File: src/logic/ocm_cfg.svh
// register map, field positions and status bit positions of the compare timer
// assumes a 32-bit apb slave with byte addresses, one word per register
//
// What this block does
// RULE_01: ch0 pin A: port, compare output, clock
// RULE_02: other pins: port or compare output each
// RULE_03: interrupt pin: port, cutoff input, interrupt
// RULE_04: counter read returns current count
// RULE_05: lockstep off: write touches one counter
// RULE_06: lockstep on: write loads both counters
// RULE_07: match drives low, high or toggles
// RULE_08: initial level holds until first match
// RULE_09: counter clears on overflow or A match
// RULE_10: C and D may steer pins A, B
// RULE_11: any pin combination may be compare output
// RULE_12: stop-source 1: only software write stops
// RULE_13: stop-source 0: A match clears start bit
// RULE_14: software writes start register as whole byte
// RULE_15: count on divided, fast or external clock
// RULE_16: writing start bit 1 begins counting
// RULE_17: stopped channel holds its pin levels
// RULE_18: match and overflow raise interrupt request
// RULE_19: 16-bit counter wraps and flags overflow
`ifndef OCM_CFG_SVH
`define OCM_CFG_SVH
// ***************************************************
// register offsets
// ***************************************************
`define OCM_A_START 8'h00
`define OCM_A_MODE  8'h04
`define OCM_A_PIO   8'h08
`define OCM_A_CTRL0 8'h10
`define OCM_A_CTRL1 8'h14
`define OCM_A_ACT0  8'h18
`define OCM_A_ACT1  8'h1C
`define OCM_A_STAT0 8'h20
`define OCM_A_STAT1 8'h24
`define OCM_A_CNT0  8'h28
`define OCM_A_CNT1  8'h2C
`define OCM_GR_SEL  7:5
`define OCM_GR_TAG  3'h2
`define OCM_GR_CH   4
`define OCM_GR_IDX  3:2
// ***************************************************
// field positions
// ***************************************************
`define OCM_F_START   1:0
`define OCM_F_STOPSEL 3:2
`define OCM_F_SYNC    0
`define OCM_F_EIROLE  2:1
`define OCM_F_DIR     7:0
`define OCM_F_DAT     15:8
`define OCM_F_PIN     23:16
`define OCM_F_EIPIN   24
`define OCM_F_CKS     2:0
`define OCM_F_EDGE    3
`define OCM_F_CLRA    4
`define OCM_F_INIT    8:5
`define OCM_F_PEN     12:9
`define OCM_F_PEN_LO  9
`define OCM_F_USE_LO  13
`define OCM_F_EXTCK   15
`define OCM_CTRL_W    16
`define OCM_ST_OVF    4
`define OCM_ST_EXT    5
`endif

File: src/logic/ocm_pkg.sv
// types shared by the compare timer
// assumes ocm_cfg.svh holds all register offsets and field positions; action, source and pin role codes are the enums here
package ocm_pkg;
   // level change on a compare match
   typedef enum logic [1:0] {
      ACT_NONE, ACT_LOW, ACT_HIGH, ACT_TOGGLE
   } ocm_act_type;
   // count source selection
   typedef enum logic [2:0] {
      CKS_DIV1, CKS_DIV2, CKS_DIV4, CKS_DIV8, CKS_DIV32, CKS_EXT, CKS_FAST
   } ocm_cks_type;
   // role of the external interrupt pin
   typedef enum logic [1:0] {
      EI_PORT, EI_CUTOFF, EI_INT
   } ocm_ei_type;
endpackage

File: src/logic/ocm_timer.sv
// two-channel 16-bit output compare timer with apb register access
// assumes pins and fast clock tick are synchronous to ref_clk
//
// The placing of the registers and the APB register port were chosen for this implementation.
`timescale 1ns/1ps
`include "ocm_cfg.svh"
module ocm_timer #(
   parameter int CW = 16                   // counter width
) (
   input  wire logic          ref_clk,
   input  wire logic          rst_n,
   input  wire logic          psel,
   input  wire logic          penable,
   input  wire logic          pwrite,
   input  wire logic [7:0]    paddr,
   input  wire logic [31:0]   pwdata,
   output logic      [31:0]   prdata,
   output logic               pready,
   output logic               pslverr,
   input  wire logic [7:0]    pinIn,       // pin levels, ch*4+pin
   input  wire logic          extIntIn,    // external interrupt pin
   input  wire logic          fastOscTick, // fast oscillator pulse
   output logic      [7:0]    pinOut,
   output logic      [7:0]    pinOe,
   output logic      [1:0]    irqReq       // per channel request
);
   // ***************************************************
   // state
   // ***************************************************
   logic                    start_r [2];     // count-start bits
   logic [1:0]              stopSel_r;       // stop-source select
   logic                    lockstep_r;      // both counters written
   logic [1:0]              extRole_r;       // interrupt pin role
   logic [7:0]              pioDir_r;        // port direction
   logic [7:0]              pioDat_r;        // port data
   logic [`OCM_CTRL_W-1:0]  ctrl_r [2];      // channel control
   logic [7:0]              act_r [2];       // match actions
   logic [5:0]              stat_r [2];      // sticky events
   logic [CW-1:0]           cnt_r [2];       // counters
   logic [CW-1:0]           gr_r [2][4];     // general registers
   logic [3:0]              lvl_r [2];       // compare levels
   logic [4:0]              pre_r;           // prescaler
   logic                    extPrev_r;       // clock pin history
   logic                    eiPrev_r;        // interrupt pin history
   logic                    wr;
   logic                    setup;
   logic                    extEdge;
   logic                    eiEvent;
   logic                    cutoff;
   logic [31:0]             rdData;
   logic                    rdErr;

   // ***************************************************
   // helpers
   // ***************************************************
   // new level for a match action
   function automatic logic applyAct(input logic cur,
                                     input logic [1:0] act);
      case (act)
         ocm_pkg::ACT_LOW:    applyAct = 1'b0;
         ocm_pkg::ACT_HIGH:   applyAct = 1'b1;
         ocm_pkg::ACT_TOGGLE: applyAct = ~cur;
         default:             applyAct = cur;
      endcase
   endfunction
   // count tick for the selected source
   function automatic logic srcTick(input logic [2:0] sel,
                                    input logic [4:0] pre,
                                    input logic ext,
                                    input logic fast);
      case (sel)
         ocm_pkg::CKS_DIV1:  srcTick = 1'b1;
         ocm_pkg::CKS_DIV2:  srcTick = pre[0];
         ocm_pkg::CKS_DIV4:  srcTick = &pre[1:0];
         ocm_pkg::CKS_DIV8:  srcTick = &pre[2:0];
         ocm_pkg::CKS_DIV32: srcTick = &pre;
         ocm_pkg::CKS_EXT:   srcTick = ext;
         ocm_pkg::CKS_FAST:  srcTick = fast;
         default:            srcTick = 1'b0;
      endcase
   endfunction
   // general register address decode
   function automatic logic isGr(input logic [7:0] a, input int ch,
                                 input int idx);
      isGr = a[`OCM_GR_SEL] == `OCM_GR_TAG &&
             a[`OCM_GR_CH] == ch[0] && a[`OCM_GR_IDX] == idx[1:0];
   endfunction

   // ***************************************************
   // apb slave
   // ***************************************************
   // one access cycle, no wait states
   assign setup = psel & ~penable;
   assign wr    = psel & penable & pwrite & pready;
   // answer prepared in setup, shown in access
   always_ff @(posedge ref_clk or negedge rst_n) begin
      if (!rst_n) begin
         pready  <= 1'b0;
         prdata  <= 32'h0;
         pslverr <= 1'b0;
      end else begin
         pready  <= setup;
         prdata  <= setup ? rdData : 32'h0;
         pslverr <= setup & rdErr;
      end
   end
   // read mux; unmapped words answer with an error
   always_comb begin
      rdData = 32'h0;
      rdErr  = 1'b0;
      case (paddr)
         `OCM_A_START: begin
            rdData[`OCM_F_START]   = {start_r[1], start_r[0]};
            rdData[`OCM_F_STOPSEL] = stopSel_r;
         end
         `OCM_A_MODE: begin
            rdData[`OCM_F_SYNC]   = lockstep_r;
            rdData[`OCM_F_EIROLE] = extRole_r;
         end
         `OCM_A_PIO: begin
            rdData[`OCM_F_DIR]   = pioDir_r;
            rdData[`OCM_F_DAT]   = pioDat_r;
            rdData[`OCM_F_PIN]   = pinIn;
            rdData[`OCM_F_EIPIN] = extIntIn;
         end
         `OCM_A_CTRL0: rdData[`OCM_CTRL_W-1:0] = ctrl_r[0];
         `OCM_A_CTRL1: rdData[`OCM_CTRL_W-1:0] = ctrl_r[1];
         `OCM_A_ACT0:  rdData[7:0] = act_r[0];
         `OCM_A_ACT1:  rdData[7:0] = act_r[1];
         `OCM_A_STAT0: rdData[5:0] = stat_r[0];
         `OCM_A_STAT1: rdData[5:0] = stat_r[1];
         `OCM_A_CNT0:  rdData[CW-1:0] = cnt_r[0]; // RULE_04
         `OCM_A_CNT1:  rdData[CW-1:0] = cnt_r[1]; // RULE_04
         default: begin
            if (paddr[`OCM_GR_SEL] == `OCM_GR_TAG) begin
               rdData[CW-1:0] =
                  gr_r[paddr[`OCM_GR_CH]][paddr[`OCM_GR_IDX]];
            end else begin
               rdErr = 1'b1;
            end
         end
      endcase
   end

   // ***************************************************
   // control registers
   // ***************************************************
   // plain software fields
   always_ff @(posedge ref_clk or negedge rst_n) begin
      if (!rst_n) begin
         stopSel_r  <= 2'h0;
         lockstep_r <= 1'b0;
         extRole_r  <= 2'h0;
         pioDir_r   <= 8'h00;
         pioDat_r   <= 8'h00;
         ctrl_r[0]  <= '0;
         ctrl_r[1]  <= '0;
         act_r[0]   <= 8'h00;
         act_r[1]   <= 8'h00;
      end else if (wr) begin
         case (paddr)
            `OCM_A_START: stopSel_r <= pwdata[`OCM_F_STOPSEL];
            `OCM_A_MODE: begin
               lockstep_r <= pwdata[`OCM_F_SYNC];
               extRole_r  <= pwdata[`OCM_F_EIROLE]; // RULE_03
            end
            `OCM_A_PIO: begin
               pioDir_r <= pwdata[`OCM_F_DIR];
               pioDat_r <= pwdata[`OCM_F_DAT];
            end
            `OCM_A_CTRL0: ctrl_r[0] <= pwdata[`OCM_CTRL_W-1:0];
            `OCM_A_CTRL1: ctrl_r[1] <= pwdata[`OCM_CTRL_W-1:0];
            `OCM_A_ACT0:  act_r[0] <= pwdata[7:0];
            `OCM_A_ACT1:  act_r[1] <= pwdata[7:0];
            default: ;
         endcase
      end
   end

   // ***************************************************
   // count sources and the interrupt pin
   // ***************************************************
   // free prescaler and pin histories
   always_ff @(posedge ref_clk or negedge rst_n) begin
      if (!rst_n) begin
         pre_r     <= 5'h00;
         extPrev_r <= 1'b0;
         eiPrev_r  <= 1'b1;
      end else begin
         pre_r     <= pre_r + 5'h01;
         extPrev_r <= pinIn[0];
         eiPrev_r  <= extIntIn;
      end
   end
   // clock pin edge, only while ch0 pin A is the clock input
   assign extEdge = ctrl_r[0][`OCM_F_EXTCK] &&
                    (ctrl_r[0][`OCM_F_EDGE] ? (extPrev_r & ~pinIn[0])
                                            : (~extPrev_r & pinIn[0]));
   // low level on the pin cuts compare outputs off
   assign cutoff  = extRole_r == ocm_pkg::EI_CUTOFF && !extIntIn; // RULE_03
   assign eiEvent = extRole_r == ocm_pkg::EI_INT &&
                    eiPrev_r && !extIntIn;                       // RULE_03

   // ***************************************************
   // channels
   // ***************************************************
   for (genvar c = 0; c < 2; c++) begin : gCh
      localparam logic [7:0] MYCNT = c ? `OCM_A_CNT1 : `OCM_A_CNT0;
      localparam logic [7:0] OTCNT = c ? `OCM_A_CNT0 : `OCM_A_CNT1;
      localparam logic [7:0] MYST  = c ? `OCM_A_STAT1 : `OCM_A_STAT0;
      logic       tick;       // counter advances this cycle
      logic [3:0] hit;        // compare matches
      logic       ovf;        // wrap from all ones
      logic       cntWr;      // software load
      logic       startWr;    // start register written
      logic       go;         // start bit 0 -> 1
      logic [3:0] lvlNxt;
      logic [5:0] stClr;
      assign tick = start_r[c] && srcTick(
                       ctrl_r[c][`OCM_F_CKS], pre_r, extEdge,
                       fastOscTick);                             // RULE_15
      always_comb begin
         for (int j = 0; j < 4; j++) begin
            hit[j] = tick && cnt_r[c] == gr_r[c][j];
         end
      end
      assign ovf     = tick && &cnt_r[c];                        // RULE_19
      assign cntWr   = wr && (paddr == MYCNT ||
                              (lockstep_r && paddr == OTCNT)); // RULE_05 RULE_06
      assign startWr = wr && paddr == `OCM_A_START;
      assign go      = startWr && pwdata[c] && !start_r[c];
      // start bit; software write beats a match in the same cycle
      always_ff @(posedge ref_clk or negedge rst_n) begin
         if (!rst_n) begin
            start_r[c] <= 1'b0;
         end else if (startWr) begin
            start_r[c] <= pwdata[c];                     // RULE_16 RULE_12
         end else if (hit[0] && !stopSel_r[c]) begin
            start_r[c] <= 1'b0;                                  // RULE_13
         end
      end
      // counter
      always_ff @(posedge ref_clk or negedge rst_n) begin
         if (!rst_n) begin
            cnt_r[c] <= '0;
         end else if (cntWr) begin
            cnt_r[c] <= pwdata[CW-1:0];                  // RULE_05 RULE_06
         end else if (tick) begin
            // clear on A match when chosen, else wrap naturally
            cnt_r[c] <= (ctrl_r[c][`OCM_F_CLRA] && hit[0]) ? '0
                        : cnt_r[c] + 1'b1;               // RULE_09 RULE_19
         end
      end
      // general registers
      always_ff @(posedge ref_clk or negedge rst_n) begin
         if (!rst_n) begin
            for (int j = 0; j < 4; j++) begin
               gr_r[c][j] <= '0;
            end
         end else begin
            for (int j = 0; j < 4; j++) begin
               if (wr && isGr(paddr, c, j)) begin
                  gr_r[c][j] <= pwdata[CW-1:0];
               end
            end
         end
      end
      // next levels; C and D may act on pins A and B instead
      always_comb begin
         lvlNxt = lvl_r[c];
         for (int j = 0; j < 4; j++) begin
            if (j >= 2 && ctrl_r[c][`OCM_F_USE_LO + j - 2]) begin
               if (hit[j]) begin
                  lvlNxt[j-2] = applyAct(lvlNxt[j-2],
                                         act_r[c][2*j +: 2]); // RULE_10
               end
            end else if (hit[j]) begin
               lvlNxt[j] = applyAct(lvlNxt[j], act_r[c][2*j +: 2]); // RULE_07
            end
         end
      end
      // levels load their initial value at count start
      always_ff @(posedge ref_clk or negedge rst_n) begin
         if (!rst_n) begin
            lvl_r[c] <= 4'h0;
         end else if (go) begin
            lvl_r[c] <= ctrl_r[c][`OCM_F_INIT];                  // RULE_08
         end else begin
            lvl_r[c] <= lvlNxt;              // held when stopped, RULE_17
         end
      end
      // sticky events; a new event wins over a clear
      assign stClr = (wr && paddr == MYST) ? pwdata[5:0] : 6'h00;
      always_ff @(posedge ref_clk or negedge rst_n) begin
         if (!rst_n) begin
            stat_r[c] <= 6'h00;
            irqReq[c] <= 1'b0;
         end else begin
            stat_r[c] <= (stat_r[c] & ~stClr) |
                         {eiEvent && c == 0, ovf, hit};          // RULE_18
            irqReq[c] <= |stat_r[c];                             // RULE_18
         end
      end
      a_stop_on_match: assert property (@(posedge ref_clk) disable iff
         (!rst_n) hit[0] && !stopSel_r[c] && !startWr |=> !start_r[c])
         else $error("start bit kept after A match"); // RULE_13
      a_start_count: assert property (@(posedge ref_clk) disable iff
         (!rst_n) startWr && pwdata[c] |=> start_r[c])
         else $error("start write ignored"); // RULE_16
      a_clear_on_a: assert property (@(posedge ref_clk) disable iff
         (!rst_n) hit[0] && ctrl_r[c][`OCM_F_CLRA] && !cntWr
         |=> cnt_r[c] == '0)
         else $error("counter not cleared on A match"); // RULE_09
      a_wrap_flag: assert property (@(posedge ref_clk) disable iff
         (!rst_n) tick && &cnt_r[c] && !cntWr && !hit[0]
         |=> cnt_r[c] == '0 && stat_r[c][`OCM_ST_OVF])
         else $error("wrap without overflow flag"); // RULE_19
      a_hold_stop: assert property (@(posedge ref_clk) disable iff
         (!rst_n) !start_r[c] && !startWr |=> $stable(lvl_r[c]))
         else $error("level moved while stopped"); // RULE_17
      a_init_level: assert property (@(posedge ref_clk) disable iff
         (!rst_n) go |=> lvl_r[c] == $past(ctrl_r[c][`OCM_F_INIT]))
         else $error("initial level not loaded"); // RULE_08
      a_toggle_b: assert property (@(posedge ref_clk) disable iff
         (!rst_n) hit[1] && !go && !hit[3] &&
         act_r[c][3:2] == ocm_pkg::ACT_TOGGLE
         |=> lvl_r[c][1] == !$past(lvl_r[c][1]))
         else $error("pin B did not toggle"); // RULE_07
   end
   // ***************************************************
   // pins
   // ***************************************************
   for (genvar p = 0; p < 8; p++) begin : gPin
      localparam int C = p / 4;
      localparam int J = p % 4;
      logic clkRole;  // ch0 pin A given over to the clock input
      logic cmpRole;  // pin chosen as compare output
      assign clkRole = p == 0 && ctrl_r[0][`OCM_F_EXTCK];        // RULE_01
      assign cmpRole = ctrl_r[C][`OCM_F_PEN_LO + J] && !clkRole; // RULE_11
      // compare level or port data, registered onto the pin
      always_ff @(posedge ref_clk or negedge rst_n) begin
         if (!rst_n) begin
            pinOut[p] <= 1'b0;
            pinOe[p]  <= 1'b0;
         end else if (cmpRole) begin
            pinOut[p] <= lvl_r[C][J];                    // RULE_02 RULE_01
            pinOe[p]  <= !cutoff;                                // RULE_03
         end else begin
            pinOut[p] <= pioDat_r[p];                            // RULE_02
            pinOe[p]  <= pioDir_r[p] && !clkRole;                // RULE_01
         end
      end
   end
   // ***************************************************
   // bus checks
   // ***************************************************
   a_cnt_read: assert property (@(posedge ref_clk) disable iff (!rst_n)
      setup && !pwrite && paddr == `OCM_A_CNT0
      |=> prdata[CW-1:0] == $past(cnt_r[0]))
      else $error("counter read mismatch"); // RULE_04
   a_lock_load: assert property (@(posedge ref_clk) disable iff (!rst_n)
      wr && lockstep_r && paddr == `OCM_A_CNT0
      |=> cnt_r[1] == $past(pwdata[CW-1:0]))
      else $error("lockstep write missed ch1"); // RULE_06
   a_single_load: assert property (@(posedge ref_clk) disable iff
      (!rst_n) wr && !lockstep_r && paddr == `OCM_A_CNT0
      |=> cnt_r[1] == $past(cnt_r[1]) || cnt_r[1] == '0 ||
          cnt_r[1] == $past(cnt_r[1]) + 1'b1)
      else $error("independent write leaked to ch1"); // RULE_05
endmodule

File: config.mk
export PLATFORM = sky130hd
export DESIGN_NAME = ocm_timer
export DESIGN_NICKNAME = d
export VERILOG_FILES = /design/src/logic/ocm_pkg.sv /design/src/logic/ocm_timer.sv
export VERILOG_INCLUDE_DIRS = /design/src /design/src/logic
export SDC_FILE = /design/constraint.sdc
export NUM_CORES = 1
export LEC_CHECK = 0
export ABC_AREA = 1
export BUFFER_PORTS_ARGS = -buffer_cell sky130_fd_sc_hd__buf_2
export CORE_MARGIN = 5
export CORE_UTILIZATION = 38
export CTS_CLUSTER_DIAMETER = 30
export DETAILED_ROUTE_END_ITERATION = 7
export PLACE_DENSITY_LB_ADDON = 0.3
export REMOVE_ABC_BUFFERS = 1
export SYNTH_ARGS = -nofsm -noshare
export SYNTH_HDL_FRONTEND = slang
export SYNTH_SLANG_ARGS = --single-unit
File: constraint.sdc
create_clock -name ref_clk -period 2.1 [get_ports ref_clk]
set_input_delay 0.21 -clock ref_clk [delete_from_list [all_inputs] [get_ports ref_clk]]
set_output_delay 0.21 -clock ref_clk [all_outputs]
set_load 0.01 [all_outputs]
==> flow_results.xml <==
<?xml version="1.0" encoding="UTF-8"?>
<metrics>
  <group name="clocking">
    <metric name="clockRootBuffer" unit="">sky130_fd_sc_hd__clkbuf_16</metric>
    <metric name="cts.path.max_buffers" unit="">3</metric>
    <metric name="clock_latency" unit="ns">0.58</metric>
    <metric name="cts.htree.levels" unit="">3</metric>
    <metric name="worst_setup_hold_path_clk_slew" unit="ns">0.05</metric>
    <metric name="cts-buffers-inserted" unit="">70</metric>
    <metric name="tritoncts" unit="">yes</metric>
    <metric name="clock-sinks" unit="">303</metric>
  </group>
  <group name="timing">
    <metric name="setup_repair_after_global_routing_missed_its_margin" unit="">true</metric>
    <metric name="post-route-period-util" unit="%">100.7</metric>
    <metric name="setup-violations-final" unit="">1</metric>
    <metric name="worst_slew_margin" unit="%">55.65</metric>
    <metric name="maxSlewViolCount" unit="">0</metric>
    <metric name="hold_violation_count_in_the_final_report" unit="">0</metric>
    <metric name="fmaxAchievable" unit="GHz">0.4728</metric>
    <metric name="layout_min_cycle_time" unit="ns">2.115</metric>
    <metric name="maximum_clock_skew_at_final_layout" unit="ns">0.01928</metric>
    <metric name="worst_hold_slack" unit="ns">0.05757</metric>
    <metric name="actual_transition_at_the_worst_max_transition_pin" unit="ns">0.6645</metric>
    <metric name="worst_slack" unit="ns">-0.01498</metric>
  </group>
  <group name="pwr">
    <metric name="combinationalPowerShare" unit="%">12.0</metric>
    <metric name="total_switching_power" unit="uW">5229</metric>
    <metric name="p_int" unit="uW">14540</metric>
    <metric name="clock_power_share" unit="%">56.5</metric>
    <metric name="net_switching_share_of_the_total_power" unit="%">26.45</metric>
    <metric name="p_per_area" unit="mW/mm^2">926.7</metric>
    <metric name="max-vdd-ir-drop" unit="uV">616.6</metric>
    <metric name="total_power" unit="uW">19770</metric>
    <metric name="p_seq_share" unit="%">31.5</metric>
    <metric name="cellLeakagePower" unit="uW">0.009863</metric>
  </group>
  <group name="hold_path">
    <metric name="hold_path_class" unit="">in -&gt; reg</metric>
  </group>
  <group name="final_layout">
    <metric name="num-fill-cells" unit="">4107</metric>
    <metric name="finalNetCount" unit="">2468</metric>
    <metric name="antenna_cells" unit="">0</metric>
    <metric name="multi_input_area" unit="sq mm">0.007619</metric>
    <metric name="final_layout_size_suffix_gt1_share" unit="%">18.56</metric>
    <metric name="seqCellArea" unit="sq mm">0.007595</metric>
    <metric name="layout_overhead_on_the_synthesized_area" unit="%">29.92</metric>
  </group>
  <group name="routing">
    <metric name="initialDrtViolationCount" unit="">1636</metric>
    <metric name="wl_per_cell" unit="microns">19.32</metric>
    <metric name="vias" unit="">16130</metric>
    <metric name="firstDrtPassIters" unit="">5</metric>
    <metric name="route.detailed.drc" unit="">0</metric>
    <metric name="avgViaCountPerCell" unit="">5.292</metric>
    <metric name="detail_route.wirelength" unit="microns">58880</metric>
    <metric name="route.antenna.remaining_nets" unit="">0</metric>
  </group>
  <group name="global_route">
    <metric name="first_pass_grt_wire_length" unit="microns">90580</metric>
    <metric name="grt_pass1_vias" unit="">15680</metric>
    <metric name="grt-ovfl-total" unit="">0</metric>
    <metric name="globalRouteTotalUtil" unit="%">24.39</metric>
    <metric name="number_of_antenna_violations_at_the_first_check_in_global_routing" unit="">0</metric>
    <metric name="grt_max_degree" unit="">61</metric>
  </group>
  <group name="synthesis">
    <metric name="ys_seq_area_share" unit="%">46.19</metric>
    <metric name="synth-adder-area-share" unit="%">0.5335</metric>
    <metric name="netlist-cell-type-count" unit="">46</metric>
    <metric name="synth-seq-cells" unit="">303</metric>
    <metric name="yosys_most_used_dff" unit="">sky130_fd_sc_hd__dfrtp_1</metric>
    <metric name="synth_mux_area_share" unit="%">0.2515</metric>
    <metric name="syn-cell-area" unit="sq mm">0.01642</metric>
    <metric name="ys_warn_count" unit="">0</metric>
    <metric name="synth_top_family_by_area" unit="">simple AND/OR/NAND/NOR gates</metric>
    <metric name="cells_after_synth" unit="">2193</metric>
    <metric name="synth_xor_xnor_area_share" unit="%">3.628</metric>
    <metric name="async_reset_ff_share" unit="%">100.0</metric>
    <metric name="synth_compound_area_share" unit="%">17.26</metric>
    <metric name="post_synth_main_area_contributors" unit="">sky130_fd_sc_hd__dfrtp_1, sky130_fd_sc_hd__nand2_1, sky130_fd_sc_hd__o21ai_0, sky130_fd_sc_hd__inv_1, sky130_fd_sc_hd__nor2_1</metric>
    <metric name="yosysTopAreaCellShare" unit="%">46.03</metric>
    <metric name="synth_edf_count" unit="">0</metric>
    <metric name="synthesis.area_per_instance" unit="sq um">7.486</metric>
    <metric name="synth.largest_area_cell" unit="">sky130_fd_sc_hd__dfrtp_1</metric>
    <metric name="synth_simple_gate_area_share" unit="%">23.40</metric>
  </group>
  <group name="critical_path">
    <metric name="largest_fanout_on_the_critical_path" unit="">6</metric>
    <metric name="cp.arrival" unit="ns">2.53</metric>
    <metric name="critPathKind" unit="">reg -&gt; reg</metric>
    <metric name="critical_path_endpoint_category" unit="">register</metric>
    <metric name="cp-start-kind" unit="">register</metric>
    <metric name="critical_path_required" unit="ns">2.52</metric>
  </group>
  <group name="status">
    <metric name="failed_checks" unit="">negative setup slack</metric>
    <metric name="run_status" unit="">complete, but fails checks</metric>
  </group>
  <group name="die">
    <metric name="row_count" unit="">76</metric>
    <metric name="dieHeight" unit="microns">217.9</metric>
    <metric name="chipWidth" unit="microns">217.9</metric>
    <metric name="ios" unit="">107</metric>
    <metric name="floorplan.die_area" unit="sq mm">0.04746</metric>
    <metric name="start_util" unit="%">38.28</metric>
    <metric name="fp.coreArea" unit="sq mm">0.04289</metric>
  </group>
  <group name="placed_design">
    <metric name="gp_congestion" unit="">0.9483</metric>
    <metric name="io_buffer_count" unit="">83</metric>
    <metric name="hpwl_after_detailed_placement" unit="microns">42880</metric>
  </group>
  <group name="job">
    <metric name="drv.max_cap_violation_count" unit="">0</metric>
  </group>
</metrics>
[what timing repair did]
item	4_1_cts	5_1_grt
hold endpoints to repair	277	0
hold buffers	12	0
endpoints found under the setup margin	36	43
gates cloned	1	1
pin swaps	4	32
buffers inserted	3	7
gates resized for setup	15	67
[final timing paths]
| kind | startpoint | to | slack (ns) | cells after the start |
|---|---|---|---|---|
| min in group asynchronous | rst_n | pinOut[4] | 0.14 | 2 |
| hold reg to reg | pre_r[3] | pre_r[3] | 0.48 | 1 |
| max in group asynchronous | rst_n | eiPrev_r | 1.21 | 3 |
| setup / recovery | pre_r[1] | cnt_r[15] | -0.01 | 16 |
| setup reg to reg | pre_r[1] | cnt_r[15] | -0.01 | 16 |
| hold / removal | pwdata[13] | ctrl_r[29] | 0.06 | 3 |
[Yosys cell counts, drive strengths merged (23+ instances only)]
cell	n
nand3	64
xor2	45
o22ai	30
o21ai	347
xnor2	23
nand2	622
nand4	40
buf	47
nor2	187
clkbuf	79
inv	223
dfrtp	302
a21oi	78
[registers in the layout, indices dropped and copies added, names as in the netlist, 5 cells and up]
signal / cells
gr_r: 128
cnt_r: 32
ctrl_r: 32
prdata: 25
act_r: 16
stat_r: 12
lvl_r: 8
pinOe: 8
pinOut: 8
pioDat_r: 8
pioDir_r: 8
pre_r: 5
[cell usage in the layout, fill, tap and decap left out, types with 40 or more instances in the layout]
cell type and count:
sky130_fd_sc_hd__clkbuf_16 73, sky130_fd_sc_hd__nand2_1 604, sky130_fd_sc_hd__nand4_1 40, sky130_fd_sc_hd__a21oi_1 78, sky130_fd_sc_hd__nor2_1 167, sky130_fd_sc_hd__xor2_1 45, sky130_fd_sc_hd__dfrtp_1 293, sky130_fd_sc_hd__o21ai_0 336
sky130_fd_sc_hd__nand3_1 54, sky130_fd_sc_hd__buf_2 83, sky130_fd_sc_hd__buf_4 135, sky130_fd_sc_hd__inv_1 210
[metrics by stage]
| step | worst slack (ns) | area [sq um] | TNS, ns | util (%) | cells |
|---|---|---|---|---|---|
| 2_1_floorplan | -0.1250 | 15860 | -2.001 | - | 2073 |
| 3_3_place_gp | -0.2391 | 18410 | -3.028 | 42.93 | 2895 |
| 3_5_place_dp | -0.3255 | 18410 | -4.159 | 42.93 | 2895 |
| 4_1_cts | 0.009550 | 21050 | 0 | 49.08 | 3039 |
| 5_1_grt | -0.1181 | 21330 | -1.462 | 49.73 | 3047 |
| 6_report | -0.01498 | 21330 | -0.01498 | 49.73 | 3047 |
[per-layer routing]
metal	track usage, %	vias to the layer above	part of all wire [%]
met5	0	-	0
met4	10.03	0	4.1
met3	3.832	157	7.1
met2	37.86	690	45
met1	34.24	7698	44
li1	-	7580	-
[cell type report]
cell class	count	share of cell area [%]
Timing Repair inverter	1	0.02933
Timing Repair Buffer	260	9.720
Tap cell	585	3.432
Clock buffer	87	9.139
Multi-Input combinational cell	1545	35.72
Clock inverter	41	2.311
Sequential cell	303	35.61
Inverter	225	4.042
[power groups by stage]
| stage | sequential, uW | clock, uW | combinational (uW) |
|---|---|---|---|
| after floorplan | 6350 | 0 | 1030 |
| after detailed placement | 6300 | 0 | 2240 |
| final | 6230 | 11200 | 2370 |
| after global placement | 6300 | 0 | 2200 |
| after CTS | 6220 | 11300 | 2280 |
| after global routing | 6250 | 11600 | 2580 |
[critical path: stages (launching register included)]
cell and delay (ns):
sky130_fd_sc_hd__dfrtp_1 0.36, sky130_fd_sc_hd__ha_2 0.22, sky130_fd_sc_hd__inv_2 0.05, sky130_fd_sc_hd__nor2_2 0.10, sky130_fd_sc_hd__ha_2 0.19, sky130_fd_sc_hd__nand2_1 0.06, sky130_fd_sc_hd__nor2_1 0.10, sky130_fd_sc_hd__inv_1 0.06
sky130_fd_sc_hd__nand2_2 0.06, sky130_fd_sc_hd__nor2_1 0.04, sky130_fd_sc_hd__nor2_1 0.10, sky130_fd_sc_hd__buf_4 0.18, sky130_fd_sc_hd__buf_6 0.13, sky130_fd_sc_hd__buf_6 0.09, sky130_fd_sc_hd__nand3_2 0.05, sky130_fd_sc_hd__nand4_1 0.09
sky130_fd_sc_hd__o211ai_1 0.10
[logic make-up after synthesis]
kind of cell | after synthesis
AND/OR/NAND/NOR | 937
AO/OA/AOI/OAI | 522
buffers and inverters | 351
flip-flops | 303
XOR/XNOR | 68
adder cells (fa/ha/maj) | 7
multiplexers | 4
other | 1
No activity file was read; power rests on OpenSTA's default activity.
